## src/hdl/rcpc_map.vh

```
// constants for the reset cause and program counter block
`ifndef RCPC_MAP_VH
`define RCPC_MAP_VH
// register byte addresses
`define RCPC_A_RCC        5'h00
`define RCPC_A_STK        5'h04
`define RCPC_A_PLO        5'h08
`define RCPC_A_HLAT       5'h0C
`define RCPC_A_ULAT       5'h10
`define RCPC_A_CFG        5'h14
`define RCPC_A_PCFULL     5'h18
// reset_cause_control bit positions
`define RCPC_B_PRIO       7
`define RCPC_B_SWBO       6
`define RCPC_B_RSVD       5
`define RCPC_B_SOFT       4
`define RCPC_B_WDOG       3
`define RCPC_B_PDN        2
`define RCPC_B_POR        1
`define RCPC_B_BRN        0
// return_stack_pointer bit positions
`define RCPC_B_FUL        7
`define RCPC_B_UNF        6
// vectors and constants
`define RCPC_V_RESET      21'h000000
`define RCPC_V_HI         21'h000008
`define RCPC_V_LO         21'h000018
`define RCPC_PC_STEP      21'h000002
`define RCPC_BRN_SW       2'h1
`define RCPC_MEM_TOP      21'h010000
`define RCPC_RESP_OK      2'h0
`define RCPC_RESP_ERR     2'h2
// power states
`define RCPC_PS_FULL      2'h0
`define RCPC_PS_RUN       2'h1
`define RCPC_PS_IDLE      2'h2
`define RCPC_PS_SLEEP     2'h3
`endif

```

## src/hdl/rcpc_top.v

```verilog
// reset cause flags and program counter with axi4-lite register access
//---------------------------------------------------------------
// Function
// - some registers are never initialised by any reset
// - watchdog wake-up resumes operation; registers keep their values apart from the watchdog and power-down flags
// - power-on: pc zero, soft/watchdog/power-down flags set, sw brown-out enable set in software mode, rest cleared
// - reset instr clears soft flag; brown-out sets soft/watchdog/power-down, clears brown-out
// - pin reset in idle/sleep: pc zero, set watchdog, clear power-down; run: set watchdog
// - pin reset in full power: pc zero, flags unchanged
// - watchdog timeout in full/run: pc zero, clear watchdog flag
// - watchdog timeout in idle/sleep: no reset, pc+2, clear watchdog and power-down
// - interrupt wake-up: pc+2, clear power-down flag
// - interrupt wake-up with global enable: load vector 0x08 or 0x18
// - stack full with reset enable: pc zero, set full flag
// - stack underflow with reset enable: pc zero, set underflow flag
// - underflow without reset enable: set flag, pc zero, no reset
// - sw brown-out enable set by power-on in software mode, else zero
// - pc is 21 bits in three bytes; only the low byte is accessible
// - writing low byte copies both latches into upper pc bytes
// - reading low byte copies upper pc bytes into both latches
// - pc bit 0 stays zero; sequential step is two
// - call, relative call, goto and branch load pc directly
// - fetches above implemented memory return zeros
// - reset vector 0x0000, interrupt vectors 0x0008 and 0x0018
//---------------------------------------------------------------
//
// The register addresses and the AXI4-Lite slave port were left to the implementer.
`timescale 1ns/1ns
`include "rcpc_map.vh"
module rcpc_top (
   input  wire        i_ref_clk,
   input  wire        i_rst_b,
   input  wire        i_clk_en,
   // reset and wake sources (pin input synchronised)
   input  wire        i_external_reset_pin_n,
   input  wire        i_brownout_rst,
   input  wire        i_reset_instr,
   input  wire        i_watchdog_timeout,
   input  wire        i_int_wake,
   input  wire        i_int_high,
   input  wire        i_high_prio_global_int_en,
   input  wire        i_low_prio_global_int_en,
   input  wire        i_stack_full,
   input  wire        i_stack_underflow,
   input  wire [1:0]  i_power_state,
   input  wire [4:0]  i_stack_ptr,
   // sequencer
   input  wire        i_advance,
   input  wire        i_jump,
   input  wire [20:0] i_jump_addr,
   input  wire [7:0]  i_fetch_raw,
   // axi4-lite slave
   input  wire [4:0]  i_awaddr,
   input  wire        i_awvalid,
   output reg         o_awready,
   input  wire [31:0] i_wdata,
   input  wire [3:0]  i_wstrb,
   input  wire        i_wvalid,
   output reg         o_wready,
   output reg  [1:0]  o_bresp,
   output reg         o_bvalid,
   input  wire        i_bready,
   input  wire [4:0]  i_araddr,
   input  wire        i_arvalid,
   output reg         o_arready,
   output reg  [31:0] o_rdata,
   output reg  [1:0]  o_rresp,
   output reg         o_rvalid,
   input  wire        i_rready,
   // status outputs
   output reg  [20:0] o_pc,
   output reg  [7:0]  o_fetch_data,
   output reg         o_core_reset,
   output reg         o_sw_brownout_enable
);
   // configuration straps (rcpc_cfg register)
   reg  [1:0]  brownout_mode_cfg_ff;
   reg         stack_error_reset_enable_ff;
   reg  [7:0]  rcc_ff;
   reg         ful_ff;
   reg         unf_ff;
   reg  [7:0]  hlat_ff;
   reg  [4:0]  ulat_ff;
   reg         por_done_ff;
   reg         pin_s1_ff;
   reg         pin_s2_ff;
   reg         pin_d_ff;
   reg  [7:0]  nxt_rcc;
   reg         nxt_ful;
   reg         nxt_unf;
   reg  [20:0] nxt_pc;
   reg         nxt_rst;
   reg  [4:0]  aw_a_ff;
   reg  [31:0] w_d_ff;
   reg  [3:0]  w_s_ff;
   reg         aw_h_ff;
   reg         w_h_ff;
   wire        sw_mode = (brownout_mode_cfg_ff == `RCPC_BRN_SW);
   wire        sleep_state = (i_power_state == `RCPC_PS_IDLE) || (i_power_state == `RCPC_PS_SLEEP);
   wire        pin_evt = pin_d_ff & ~pin_s2_ff;
   wire        do_wr = aw_h_ff & w_h_ff & ~o_bvalid;
   wire        do_rd = i_arvalid & o_arready;
   wire        wr_plo = do_wr & (aw_a_ff == `RCPC_A_PLO) & w_s_ff[0];
   wire        rd_plo = do_rd & (i_araddr == `RCPC_A_PLO);
   wire        wake = i_int_wake & sleep_state;
   wire        gie = i_high_prio_global_int_en | i_low_prio_global_int_en;
   wire [20:0] pc_next_seq = o_pc + `RCPC_PC_STEP;

   //---------------------------------------------------------------
   // pin synchroniser
   //---------------------------------------------------------------
   // two flops then an edge register on the second stage
   always @(posedge i_ref_clk or negedge i_rst_b) begin
      if (!i_rst_b) begin
         pin_s1_ff <= 1'b1;
         pin_s2_ff <= 1'b1;
         pin_d_ff  <= 1'b1;
      end else if (i_clk_en) begin
         pin_s1_ff <= i_external_reset_pin_n;
         pin_s2_ff <= pin_s1_ff;
         pin_d_ff  <= pin_s2_ff;
      end
   end

   //---------------------------------------------------------------
   // event decode
   //---------------------------------------------------------------
   // highest priority first; only one cause is recorded per cycle
   always @* begin
      nxt_rcc = rcc_ff;
      nxt_ful = ful_ff;
      nxt_unf = unf_ff;
      nxt_pc  = o_pc;
      nxt_rst = 1'b0;
      if (!por_done_ff) begin
         nxt_rcc[`RCPC_B_SOFT] = 1'b1;
         nxt_rcc[`RCPC_B_WDOG] = 1'b1;
         nxt_rcc[`RCPC_B_PDN]  = 1'b1;
         nxt_rcc[`RCPC_B_POR]  = 1'b0;
         nxt_rcc[`RCPC_B_BRN]  = 1'b0;
         nxt_rcc[`RCPC_B_SWBO] = sw_mode;
         nxt_ful = 1'b0;
         nxt_unf = 1'b0;
         nxt_pc  = `RCPC_V_RESET;
         nxt_rst = 1'b1;
      end else if (i_brownout_rst) begin
         nxt_rcc[`RCPC_B_SOFT] = 1'b1;
         nxt_rcc[`RCPC_B_WDOG] = 1'b1;
         nxt_rcc[`RCPC_B_PDN]  = 1'b1;
         nxt_rcc[`RCPC_B_BRN]  = 1'b0;
         nxt_pc  = `RCPC_V_RESET;
         nxt_rst = 1'b1;
      end else if (pin_evt) begin
         nxt_pc  = `RCPC_V_RESET;
         nxt_rst = 1'b1;
         if (sleep_state) begin
            nxt_rcc[`RCPC_B_WDOG] = 1'b1;
            nxt_rcc[`RCPC_B_PDN]  = 1'b0;
         end else if (i_power_state == `RCPC_PS_RUN) begin
            nxt_rcc[`RCPC_B_WDOG] = 1'b1;
         end
      end else if (i_watchdog_timeout) begin
         if (sleep_state) begin
            nxt_rcc[`RCPC_B_WDOG] = 1'b0;
            nxt_rcc[`RCPC_B_PDN]  = 1'b0;
            nxt_pc = pc_next_seq;
         end else begin
            nxt_rcc[`RCPC_B_WDOG] = 1'b0;
            nxt_pc  = `RCPC_V_RESET;
            nxt_rst = 1'b1;
         end
      end else if (i_reset_instr) begin
         nxt_rcc[`RCPC_B_SOFT] = 1'b0;
         nxt_pc  = `RCPC_V_RESET;
         nxt_rst = 1'b1;
      end else if (i_stack_full & stack_error_reset_enable_ff) begin
         nxt_ful = 1'b1;
         nxt_pc  = `RCPC_V_RESET;
         nxt_rst = 1'b1;
      end else if (i_stack_underflow) begin
         nxt_unf = 1'b1;
         nxt_pc  = `RCPC_V_RESET;
         nxt_rst = stack_error_reset_enable_ff;
      end else if (wake) begin
         nxt_rcc[`RCPC_B_PDN] = 1'b0;
         if (gie)
            nxt_pc = i_int_high ? `RCPC_V_HI : `RCPC_V_LO;
         else
            nxt_pc = pc_next_seq;
      end else begin
         // software writes of cause flags and clears of stack flags; hardware set above wins
         if (do_wr && aw_a_ff == `RCPC_A_RCC && w_s_ff[0]) begin
            nxt_rcc[`RCPC_B_PRIO] = w_d_ff[`RCPC_B_PRIO];
            nxt_rcc[`RCPC_B_SOFT:`RCPC_B_BRN] = w_d_ff[`RCPC_B_SOFT:`RCPC_B_BRN];
            if (sw_mode)
               nxt_rcc[`RCPC_B_SWBO] = w_d_ff[`RCPC_B_SWBO];
         end
         if (do_wr && aw_a_ff == `RCPC_A_STK && w_s_ff[0]) begin
            nxt_ful = ful_ff & w_d_ff[`RCPC_B_FUL];
            nxt_unf = unf_ff & w_d_ff[`RCPC_B_UNF];
         end
         // full without reset enable only flags; applied after the clear so the set wins
         if (i_stack_full)
            nxt_ful = 1'b1;
         if (wr_plo)
            nxt_pc = {ulat_ff, hlat_ff, w_d_ff[7:1], 1'b0};
         else if (i_jump)
            nxt_pc = {i_jump_addr[20:1], 1'b0};
         else if (i_advance)
            nxt_pc = pc_next_seq;
      end
      // other resets keep the enable only in software mode
      if (nxt_rst && por_done_ff && !sw_mode)
         nxt_rcc[`RCPC_B_SWBO] = 1'b0;
      nxt_rcc[`RCPC_B_RSVD] = 1'b0;
      nxt_pc[0] = 1'b0;
   end

   //---------------------------------------------------------------
   // state registers
   //---------------------------------------------------------------
   // applied in the recognising cycle; latches have no reset value
   always @(posedge i_ref_clk or negedge i_rst_b) begin
      if (!i_rst_b) begin
         por_done_ff <= 1'b0;
         rcc_ff <= 8'h00;
         ful_ff <= 1'b0;
         unf_ff <= 1'b0;
         o_pc <= `RCPC_V_RESET;
         o_core_reset <= 1'b1;
         o_sw_brownout_enable <= 1'b0;
         o_fetch_data <= 8'h00;
      end else if (i_clk_en) begin
         por_done_ff <= 1'b1;
         rcc_ff <= nxt_rcc;
         ful_ff <= nxt_ful;
         unf_ff <= nxt_unf;
         o_pc <= nxt_pc;
         o_core_reset <= nxt_rst;
         o_sw_brownout_enable <= nxt_rcc[`RCPC_B_SWBO] & sw_mode;
         o_fetch_data <= (o_pc >= `RCPC_MEM_TOP) ? 8'h00 : i_fetch_raw;
      end
   end

   // holding latches and config keep value across every reset
   always @(posedge i_ref_clk) begin
      if (i_clk_en) begin
         // low byte read snapshots upper bytes
         if (rd_plo) begin
            hlat_ff <= o_pc[15:8];
            ulat_ff <= o_pc[20:16];
         end else if (do_wr && w_s_ff[0]) begin
            if (aw_a_ff == `RCPC_A_HLAT)
               hlat_ff <= w_d_ff[7:0];
            if (aw_a_ff == `RCPC_A_ULAT)
               ulat_ff <= w_d_ff[4:0];
            if (aw_a_ff == `RCPC_A_CFG) begin
               brownout_mode_cfg_ff <= w_d_ff[1:0];
               stack_error_reset_enable_ff <= w_d_ff[2];
            end
         end
      end
   end

   //---------------------------------------------------------------
   // axi4-lite slave
   //---------------------------------------------------------------
   // write channels captured in any order, response after both
   always @(posedge i_ref_clk or negedge i_rst_b) begin
      if (!i_rst_b) begin
         o_awready <= 1'b0;
         o_wready <= 1'b0;
         o_bvalid <= 1'b0;
         o_bresp <= `RCPC_RESP_OK;
         aw_h_ff <= 1'b0;
         w_h_ff <= 1'b0;
         aw_a_ff <= 5'h00;
         w_d_ff <= 32'h00000000;
         w_s_ff <= 4'h0;
         o_arready <= 1'b0;
         o_rvalid <= 1'b0;
         o_rdata <= 32'h00000000;
         o_rresp <= `RCPC_RESP_OK;
      end else if (i_clk_en) begin
         o_awready <= ~aw_h_ff & ~o_awready & ~o_bvalid;
         o_wready <= ~w_h_ff & ~o_wready & ~o_bvalid;
         if (i_awvalid & o_awready) begin
            aw_h_ff <= 1'b1;
            aw_a_ff <= i_awaddr;
            o_awready <= 1'b0;
         end
         if (i_wvalid & o_wready) begin
            w_h_ff <= 1'b1;
            w_d_ff <= i_wdata;
            w_s_ff <= i_wstrb;
            o_wready <= 1'b0;
         end
         if (do_wr) begin
            aw_h_ff <= 1'b0;
            w_h_ff <= 1'b0;
            o_bvalid <= 1'b1;
            o_bresp <= (aw_a_ff > `RCPC_A_CFG || aw_a_ff[1:0] != 2'h0) ? `RCPC_RESP_ERR : `RCPC_RESP_OK;
         end else if (o_bvalid & i_bready)
            o_bvalid <= 1'b0;
         o_arready <= ~o_arready & ~o_rvalid;
         if (do_rd) begin
            o_arready <= 1'b0;
            o_rvalid <= 1'b1;
            o_rresp <= `RCPC_RESP_OK;
            case (i_araddr)
               `RCPC_A_RCC:    o_rdata <= {24'h000000, rcc_ff};
               `RCPC_A_STK:    o_rdata <= {24'h000000, ful_ff, unf_ff, 1'b0, i_stack_ptr};
               `RCPC_A_PLO:    o_rdata <= {24'h000000, o_pc[7:0]};
               `RCPC_A_HLAT:   o_rdata <= {24'h000000, hlat_ff};
               `RCPC_A_ULAT:   o_rdata <= {27'h0000000, ulat_ff};
               `RCPC_A_CFG:    o_rdata <= {29'h00000000, stack_error_reset_enable_ff, brownout_mode_cfg_ff};
               default: begin
                  o_rdata <= 32'h00000000;
                  o_rresp <= `RCPC_RESP_ERR;
               end
            endcase
         end else if (o_rvalid & i_rready)
            o_rvalid <= 1'b0;
      end
   end
endmodule

```

## config.mk

```make
export PLATFORM = sky130hd
export DESIGN_NAME = rcpc_top
export DESIGN_NICKNAME = d
export VERILOG_FILES = /design/src/hdl/rcpc_top.v
export VERILOG_INCLUDE_DIRS = /design/src /design/src/hdl
export SDC_FILE = /design/constraint.sdc
export NUM_CORES = 1
export LEC_CHECK = 0
export ABC_AREA = 1
export BUFFER_PORTS_ARGS = -buffer_cell sky130_fd_sc_hd__clkbuf_2
export CAP_MARGIN = 10
export CORE_MARGIN = 4
export CORE_UTILIZATION = 50
export DETAILED_ROUTE_END_ITERATION = 6
export GPL_TIMING_DRIVEN = 0
export PLACE_DENSITY = 0.77
export SLEW_MARGIN = 10
export SYNTH_ARGS = -nofsm -noshare
export SYNTH_HDL_FRONTEND = slang
export SYNTH_SLANG_ARGS = --single-unit
```

## constraint.sdc

```tcl
create_clock -name i_ref_clk -period 2 [get_ports i_ref_clk]
set_input_delay 0.2 -clock i_ref_clk [delete_from_list [all_inputs] [get_ports i_ref_clk]]
set_output_delay 0.2 -clock i_ref_clk [all_outputs]
set_load 0.02 [all_outputs]
```

==> results.md, run 1 <==
* Outcome: complete, no violations
* Largest net degree at the start of global routing at between 40 and 50
* DRC marker count from the first detailed-route iteration at roughly 780
* Crit-path max FO at 8
* DIE AREA at about 14000 um^2
* Sink Count at 90
* Boundary Pins at 174
* Clk pin slew, worst setup/hold paths at about 70 ps
* Main combinational cell family by area after synthesis: simple AND/OR/NAND/NOR gates
* GRT Total Usage at roughly 29%
* GP Congestion at 0.9809
* Clock Skews at roughly 9.5 ps
* Critical Path Sink Type: flip-flop
* Max Cap Viol at 0
* Worst endpoint required time at ~2000 ps
* Post-synth cell types at 47
* Grt total ovfl at 0
* P&R area growth vs syn at 21.86%
* Post-synthesis adder-cell area fraction at 0.4184%
* Max-slew headroom at approximately 50%
* Syn Area/Cell at about 6.6 um^2
* Part of the cycle the worst path needs at 94.26%
* Worst-skew pair later-pin latency at ~360 ps
* Register area at about 2300 um^2
* Post-synthesis compound-gate area fraction at between 10% and 20%
* Antenna Nets Post-Route at 0
* Most frequent cells in the layout: nand2_1 (338), clkbuf_2 (118), inv_1 (103)
* Initial Utilization at about half
* Synth area leaders: dfrtp_1 (29%), nand2_1 (22%), edfxtp_1 (8.0%)
* Final core utilization at between 60 and 70%
* Number of enable flip-flop cells after synthesis at 16
* Buffers on Ports at ~120
* H-tree depth at 3
* Max-slew violation count at 0
* Vias in the first global route at approximately 6000
* Post-Synth Simple-Gate Area at between 30 and 40%
* F_max at about 530 MHz
* Number of vias per cell at around 5.3
* Post-synth top area share at approximately 30%
* Worst hold path class: primary input to flip-flop
* Placed Area at 6873 um^2
* Initial antenna violation count at 0
* Cell accounting for the most synthesized area: dfrtp_1
* Multiplexer area fraction after synthesis at less than 1%
* Startpoint Class: flip-flop
* Num CTS Buffers at 9
* Post-DP HPWL at about 15000 um
* Post-Synth XOR/XNOR Area at 0.4393%
* Synthesized flop and latch total at 90
* Multi-input gate area at 3079 um^2
* CTS tree: built
* Synth Instances at 904
* Routed WL per cell at around 16 um
* RSZ-0062 raised after global routing: true
* Total leakage power at between 3 and 4 nW
* Die width at ~120 um
* Critical Path AT at 1900 ps
* WL final at between 15000 and 20000 um
* Async SR Flop Fraction at 82.22%
* Max clock buf depth at 2
* Yosys warning total at 0
* First-pass GRT wire length at approximately 31000 um
* Min Tclk post-route at ~1900 ps
* Ratio of cells with drive above 1 in the final layout at 20.45%
* Die Y at ~120 um
* DRC violations left at 0
* Final worst slack at 114.8 ps
* Setup CP Type: flip-flop to flip-flop
* Drt pass-1 iters at 5
* Final instance area at between 7000 and 8000 um^2
* Final net count at around 1200
* Seq/Total Area, Yosys at a little under 40%
* Core area at around 12000 um^2
* Maximum vdd drop at approximately 0.67 mV
* Power density over the cells at about 780 nW/um^2
* Slew @ Worst Pin at between 700 and 800 ps
* Antenna diodes at 0
* Filler Cell Count at about 1100
* Final Setup Violations at 0
* Top FF cell, synth: dfrtp_1
* Std-Cell Rows at 39
* DR vias at ~6400
* DP Worst Slack at -315.9 ps
* Power, Total at approximately 5.7 mW
* Post-Syn Area at roughly 6000 um^2
* Commonest non-fill, non-tap cell in the layout: nand2_1
* Clk root buf: clkbuf_16
* Final Hold Viols at 0
## registers in the layout, indices dropped and copies added, names as in the netlist, 2 cells and up
signal,cells
aw_a_ff,5
brownout_mode_cfg_ff,2
hlat_ff,8
o_fetch_data,8
o_pc,20
o_rdata,8
rcc_ff,7
ulat_ff,5
w_d_ff,8
## report_power, final
part / internal, mW / total, mW / switching (mW) / leakage [nW]
combinational: 0.506 / 1.54 / 1.03 / 2.70
sequential: 2.23 / 2.53 / 0.300 / 1.07
clock: 0.860 / 1.65 / 0.794 / 0.139
## path summary, 6_finish.rpt
path	start	to	slack [ps]	depth (start not counted)
max	o_bvalid	hlat_ff[3]	110	7
min	i_external_reset_pin_n	pin_s1_ff	30	3
max reg2reg	o_bvalid	hlat_ff[3]	110	7
min reg2reg	pin_s1_ff	pin_s1_ff	460	2
max in group asynchronous	i_rst_b	pin_d_ff	1000	3
min in group asynchronous	i_rst_b	o_awready	350	2
## what timing repair did
action | in CTS | in global routing
resized for setup | 2 | 34
hold endpoints to repair | 30 | 0
pin swaps | 2 | 2
buffers inserted | 2 | 4
endpoints found under the setup margin | 6 | 40
hold buffers | 1 | 0
## worst max-delay path: stages, from the launching register on
cell,delay (ps)
dfrtp_1,430
inv_2,70
nand3_2,100
nor2_1,140
inv_1,130
o21ai_0,230
o21ai_0,130
inv_1,310
## area by class of cell
class / instances / area share, %
tap: 143 / 2.455
sequential: 90 / 32.19
clock inverter: 6 / 0.6695
clock buffer: 10 / 3.142
multi-input combinational: 681 / 42.25
timing repair buffer: 125 / 9.202
buffer: 52 / 4.567
inverter: 107 / 5.528
## Yosys cell counts (all sizes together) (2+ instances only)
library cell  instances
buf                  35
a21oi                17
nand4                 4
o211ai                4
dfstp                 4
ha                    2
o22ai                 6
or2                   5
a22oi                 5
nor2                 81
nand3                48
o21ai               104
dfrtp                70
a31oi                 2
a221oi                2
clkbuf               17
nor3                 11
inv                 105
and2                  2
clkinv                2
nor4                  3
xor2                  2
edfxtp               16
nand2               346
## metal layers
metal / routed length [um] / track usage, %
met1: 8519 / 40.11
met2: 8661 / 42.63
met3: 2065 / 6.930
met4: 695 / 13.27
met5: 0 / 0
## metrics by stage
stage | std cells | TNS [ps] | hold slack (ps)
after floorplan | 930 | 0 | -95.59
after global placement | 1190 | -4527 | 390.8
after detailed placement | 1191 | -4473 | 208.7
after CTS | 1210 | 0 | 27.08
after global routing | 1214 | -186.3 | 52.52
final | 1214 | 0 | 30.47
## cell families (layout without fill, tap and decap cells)
family | count (synthesis) | in the layout
other | 1 | 27
multiplexers | 1 | 1
adder cells (fa/ha/maj) | 2 | 2
buffers and inverters | 159 | 300
flip-flops | 90 | 90
AND/OR/NAND/NOR | 501 | 501
AO/OA/AOI/OAI | 147 | 147
XOR/XNOR | 3 | 3
Note: power is estimated with default switching activity, not from simulation.
==> inputs of run 2 (changes only) <==
--- a/config.mk
+++ b/config.mk
@@ -10,10 +10,11 @@
 export BUFFER_PORTS_ARGS = -buffer_cell sky130_fd_sc_hd__clkbuf_2
 export CAP_MARGIN = 10
 export CORE_MARGIN = 4
-export CORE_UTILIZATION = 50
+export CORE_UTILIZATION = 54
+export CTS_BUF_LIST = sky130_fd_sc_hd__clkbuf_8
 export DETAILED_ROUTE_END_ITERATION = 6
 export GPL_TIMING_DRIVEN = 0
-export PLACE_DENSITY = 0.77
+export PLACE_DENSITY = 0.83
 export SLEW_MARGIN = 10
 export SYNTH_ARGS = -nofsm -noshare
 export SYNTH_HDL_FRONTEND = slang
==> run 2 against run 1 <==
Total power fell by 6.7%; via count is 3.0% higher; wire length grew 2.3%; global-route usage rose by 2.9 points; worst hold slack got worse by 26 ps; critical endpoint is now o_pc[13]; largest cell class unchanged; highest routed layer unchanged.
==> results.md, run 2 (same netlist as run 1, synthesis figures left out) <==
* P&R area growth vs syn at 21.07%
* Max-slew headroom at approximately 53%
* Initial Utilization at between 50% and 60%
* Worst-skew pair later-pin latency at roughly 380 ps
* DRC marker count from the first detailed-route iteration at 903
* Inst Count DP at ~1200
* Initial antenna violation count at 0
* Routed WL per cell at between 15 and 20 um
* Worst endpoint required time at approximately 2300 ps
* Worst hold path class: primary input to flip-flop
* DRC violations left at 0
* CP max-delay cell: edfxtp_1
* Antenna diodes at 0
* M1 GR Usage at between 40% and 50%
* DIE AREA at about 13000 um^2
* Maximum vdd drop at ~0.6 mV
* Final net count at between 1000 and 1500
* Final TNS setup at 0 ps
* Largest register by flop count: o_pc
* Drt pass-1 iters at 6
* Num CTS Buffers at 9
* Placed Area at 6869 um^2
* Max incr delay on CP at approximately 480 ps
* Die width at ~110 um
* Max FFs per register at 20
* Antenna Nets Post-Route at 0
* Clk root buf: clkbuf_8
* Total leakage power at about 3.9 nW
* Core area at about 11000 um^2
* Clk pin slew, worst setup/hold paths at roughly 100 ps
* Filler Cell Count at slightly above 1000
* Part of the cycle the worst path needs at a little over nine tenths
* F_max at 510.4 MHz
* Die Y at about 110 um
* CTS tree: built
* Most Frequent Cell on Critical Path: nand2_1
* Final instance area at between 7000 and 8000 um^2
* DR vias at between 6000 and 7000
* Outcome: complete, no violations
* Sink Count at 90
* Commonest non-fill, non-tap cell in the layout: nand2_1
* Vias in the first global route at ~6000
* Final Setup Violations at 0
* Grt peak-use layer: met2
* Slew @ Worst Pin at between 700 and 800 ps
* Crit-path max FO at 10
* Number of vias per cell at 5.452
* GRT Total Usage at approximately a third
* First-pass GRT wire length at approximately 32000 um
* Max Cap Viol at 0
* Std-Cell Rows at 38
* Non-Filler Instances at 1215
* Top delay family on crit path: simple AND/OR/NAND/NOR gates
* Buffers on Ports at 117
* Post-DP HPWL at around 15000 um
* GR Util met3 at between 8 and 9%
* Largest net degree at the start of global routing at 56
* Setup CP Type: flip-flop to flip-flop
* Power density over the cells at approximately 740 nW/um^2
* Met2 usage at between 40% and 50%
* GP Congestion at roughly 1
* WL final at between 20000 and 25000 um
* Critical Path Sink Type: flip-flop
* Ratio of cells with drive above 1 in the final layout at around a fifth
* H-tree depth at 3
* Grt total ovfl at 0
* Final Hold Viols at 0
* Startpoint Class: flip-flop
* Max-slew violation count at 0
* Max clock buf depth at 2
* Critical path buffers and inverters at 1
* RSZ-0062 raised after global routing: true
* Clock Skews at 8.026 ps
* Most frequent cells in the layout: nand2_1 (338), clkbuf_2 (118), inv_1 (101)
* Min Tclk post-route at 1959 ps
* CP cell instances: nand2_2 -> nand3_1 -> nor2_1 -> buf_2 -> nand3_1 -> nand2_1 -> nand2_1 -> nand2_1 -> nand2_1 -> nand2_1
* Boundary Pins at 174
* Critical Path AT at between 2000 and 2500 ps
run 2: changes by cell type in the layout (fill, tap and decap cells not counted), sizes merged:
| cell | before | now |
|---|---|---|
| buf | 41 | 46 |
| clkbuf | 145 | 143 |
| inv | 108 | 109 |
run 2: path summary, 6_finish.rpt:
| check | slack [ps] | cells past startpoint | start | endpoint |
|---|---|---|---|---|
| setup / recovery | 40 | 10 | stack_error_reset_enable_ff | o_pc[13] |
| hold / removal | 4 | 3 | i_external_reset_pin_n | pin_s1_ff |
| setup reg to reg | 40 | 10 | stack_error_reset_enable_ff | o_pc[13] |
| hold reg to reg | 470 | 2 | pin_s1_ff | pin_s1_ff |
| max in group asynchronous | 1100 | 3 | i_rst_b | o_core_reset |
| min in group asynchronous | 280 | 2 | i_rst_b | o_pc[20] |
run 2: area by class of cell:
cell class	instances	area [um^2]	share of cell area, %
Multi-Input combinational cell	681	3102	42.84
Sequential cell	90	2346	32.40
Timing Repair Buffer	130	708.2	9.781
Inverter	107	402.9	5.564
Buffer	51	324.1	4.476
Tap cell	140	175.2	2.419
Clock buffer	9	123.9	1.711
Clock inverter	7	58.81	0.8122
run 2: layer usage:
layer | routed length [um] | part of all wire [%]
met5 | 0 | 0
met3 | 2555 | 13
met2 | 9013 | 44
met1 | 8235 | 40
met4 | 602 | 3.0
run 2: worst register-to-register path, cell delays in order (launching register included):
cell	delay (ps)
edfxtp_1	480
nand2_2	190
nand3_1	220
nor2_1	280
buf_2	310
nand3_1	110
nand2_1	60
nand2_1	70
nand2_1	70
nand2_1	50
nand2_1	60
run 2: where the power goes:
part / switching, mW / total (mW) / internal, mW
Combinational: 1.04 / 1.55 / 0.512
Clock: 0.775 / 1.25 / 0.477
Sequential: 0.300 / 2.53 / 2.23
Total: 2.12 / 5.33 / 3.22
run 2: what timing repair did:
| item | CTS | global route |
|---|---|---|
| hold buffers | 1 | 0 |
| setup buffers | 1 | 10 |
| gates resized for setup | 5 | 39 |
| setup endpoints to repair | 12 | 33 |
| pin swaps | 1 | 5 |
| hold endpoints to repair | 19 | 0 |
run 2: through the flow:
| stage | util, % | hold slack [ps] | total power [mW] | setup slack, ps |
|---|---|---|---|---|
| 3_3_place_gp | 63.09 | 393.7 | 3.976 | -247.7 |
| 2_1_floorplan | - | -95.59 | 3.442 | 154.2 |
| 6_report | 66.79 | 4.019 | 5.334 | 40.86 |
| 4_1_cts | 65.32 | 4.096 | 5.240 | 2.518 |
| 3_5_place_dp | 63.37 | 148.9 | 4.022 | -265.4 |
| 5_1_grt | 66.79 | 12.44 | 5.610 | -31.01 |
==> inputs of run 3 (changes only) <==
--- a/config.mk
+++ b/config.mk
@@ -7,6 +7,7 @@
 export NUM_CORES = 1
 export LEC_CHECK = 0
 export ABC_AREA = 1
+export ABC_CLOCK_PERIOD_IN_PS = 2000
 export BUFFER_PORTS_ARGS = -buffer_cell sky130_fd_sc_hd__clkbuf_2
 export CAP_MARGIN = 10
 export CORE_MARGIN = 4
@@ -14,8 +15,7 @@
 export CTS_BUF_LIST = sky130_fd_sc_hd__clkbuf_8
 export DETAILED_ROUTE_END_ITERATION = 6
 export GPL_TIMING_DRIVEN = 0
-export PLACE_DENSITY = 0.83
-export SLEW_MARGIN = 10
+export PLACE_DENSITY = 0.94
 export SYNTH_ARGS = -nofsm -noshare
 export SYNTH_HDL_FRONTEND = slang
 export SYNTH_SLANG_ARGS = --single-unit
==> run 3 against run 2 <==
Worst hold slack better by 11 ps; final area is 1.3% higher; count of clock-buffer cells in the layout is 1 higher; cell count up 0.33%; first-iteration DRC count decreased by 6.1%; combinational power about the same; sequential power about the same; critical endpoint is now hlat_ff[3]; largest cell class unchanged; largest power group unchanged.
==> results.md, run 3 (same netlist as run 1, synthesis figures left out) <==
* Outcome: complete, no violations
* Worst reg2reg path depth at 15
* Final worst slack at 72.20 ps
* Antenna Nets Post-Route at 0
* F_max at around 520 MHz
* Final Hold Viols at 0
* Clock Skews at ~11 ps
* Core area at ~11000 um^2
* DIE AREA at about 13000 um^2
* Sink Count at 90
* Num CTS Buffers at 9
* DP Worst Slack at -263.6 ps
* CP max-delay cell: clkbuf_1
* Non-Filler Instances at approximately 1200
* RSZ-0062 raised after global routing: true
* Slew @ Worst Pin at 716.6 ps
* Final instance area at approximately 7300 um^2
* Largest register by flop count: o_pc
* Most frequent cells in the layout: nand2_1 (338), clkbuf_2 (117), inv_1 (101)
* Top delay family on crit path: buffers and inverters
* DRC violations left at 0
* Clk pin slew, worst setup/hold paths at 90 ps
* Maximum vdd drop at around 0.64 mV
* Boundary Pins at 174
* Final Setup Violations at 0
* WP depth at 8
* Max clock buf depth at 2
* H-tree depth at 3
* Critical path buffers and inverters at 5
* Setup CP Type: primary input to flip-flop
* Std-Cell Rows at 38
* CTS tree: built
* Max Cap Viol at 0
* Drt pass-1 iters at 6
* Vias in the first global route at 6151
* Crit-path max FO at 10
* Worst-skew pair later-pin latency at ~380 ps
* Die width at 113.2 um
* Routed WL per cell at between 15 and 20 um
* Ratio of cells with drive above 1 in the final layout at 21.32%
* Min Tclk post-route at 1928 ps
* Part of the cycle the worst path needs at 96.39%
* Buffers on Ports at roughly 120
* Antenna diodes at 0
* Final TNS setup at 0 ps
* Max FFs per register at 20
* Initial Utilization at between 50% and 60%
* DRC marker count from the first detailed-route iteration at around 850
* WL final at about 20000 um
* Initial antenna violation count at 0
* GRT Total Usage at 31.06%
* Commonest non-fill, non-tap cell in the layout: nand2_1
* Largest net degree at the start of global routing at slightly below 60
* GP Congestion at ~1
* Max-slew headroom at between 50% and 60%
* Worst hold path class: primary input to flip-flop
* Startpoint Class: primary input
* Filler Cell Count at about 1000
* Grt total ovfl at 0
* Placed Area at between 6000 and 7000 um^2
* Max-slew violation count at 0
* Power density over the cells at 763.4 nW/um^2
* P&R area growth vs syn at 22.68%
* Clk root buf: clkbuf_8
* Critical Path Sink Type: flip-flop
* Max incr delay on CP at around 300 ps
* CP cell instances: clkbuf_1 -> inv_1 -> clkbuf_1 -> nor2_1 -> inv_1 -> o21ai_0 -> o21ai_0 -> inv_2
* Inst Count DP at 1188
* DR vias at between 6000 and 7000
* Post-DP HPWL at 15380 um
* Power, Total at about 5.6 mW
* Critical Path AT at approximately 2000 ps
* Total leakage power at just under 4 nW
* First-pass GRT wire length at 31030 um
* Worst Hold Path Cells at 3
* Number of vias per cell at about 5.5
* Die Y at between 100 and 150 um
* Final net count at between 1000 and 1500
* Worst endpoint required time at 2070 ps
==> run 3: cell count changes in the layout (fill, tap and decap cells not counted), moves of 2 or more <==
cell	before	now
bufinv_16	0	2
nor2_1	71	73
buf_4	40	38
o21ai_1	12	15
buf_8	0	2
inv_8	2	0
clkinv_2	3	0
o21ai_0	92	89
nor3_2	3	1
==> run 3: per-stage QoR <==
| stage | hold WS, ps | utilization (%) |
|---|---|---|
| 3_5_place_dp | 138.2 | 63.37 |
| 4_1_cts | 11.94 | 65.74 |
| 6_report | 15.12 | 67.68 |
| 2_1_floorplan | -95.59 | - |
| 3_3_place_gp | 393.1 | 63.09 |
| 5_1_grt | 28.07 | 67.68 |
==> run 3: path summary, 6_finish.rpt <==
kind	start	slack, ps	endpoint
max in group asynchronous	i_rst_b	1100	o_core_reset
min in group asynchronous	i_rst_b	270	o_pc[13]
setup / recovery	i_clk_en	70	hlat_ff[3]
hold / removal	i_external_reset_pin_n	20	pin_s1_ff
setup reg to reg	o_pc[1]	70	o_pc[10]
hold reg to reg	pin_s1_ff	470	pin_s2_ff
==> run 3: power breakdown <==
| part | internal (mW) | switching [mW] | total [mW] |
|---|---|---|---|
| registers | 2.23 | 0.323 | 2.55 |
| clock network | 0.752 | 0.723 | 1.47 |
| logic | 0.527 | 1.05 | 1.58 |
==> run 3: worst register-to-register path, stage by stage (launching register included) <==
cell and delay (ps):
dfrtp_2 430, buf_4 140, nand3_1 160, nor2_2 240
nand2_1 200, inv_2 90, nand2_1 50, nand2_1 110
nand2_1 60, nand2_1 80, nand2_1 50, nand2_1 50
nand2_1 60, nand2_1 50, nand2_1 40, nand2_1 50
==> run 3: area by class of cell <==
type                    count  area (um^2)  share of cell area, %
clock buffers              10        137.6                  1.876
multi-input cells         681         3087                  42.07
well taps                 140        175.2                  2.387
repair buffers            133        764.5                  10.42
clock inverters             6        93.84                  1.279
plain buffers              52        330.3                  4.502
inverters                 107        404.1                  5.508
flip-flops and latches     90         2345                  31.96
==> run 3: per-layer routing <==
metal | vias to the layer above | global-route usage, % | routed length [um]
met1 | 3033 | 41.92 | 8024
li1 | 3154 | - | -
met3 | 61 | 8.396 | 2409
met5 | - | 0 | 0
met4 | 0 | 10.66 | 700
met2 | 422 | 48.50 | 9169
==> run 3: timing repair <==
action,in CTS,in global routing
gates cloned,0,1
hold buffers,1,0
setup buffers,1,12
setup endpoints to repair,7,33
pin swaps,1,2
hold endpoints to repair,17,0
resized for setup,4,34
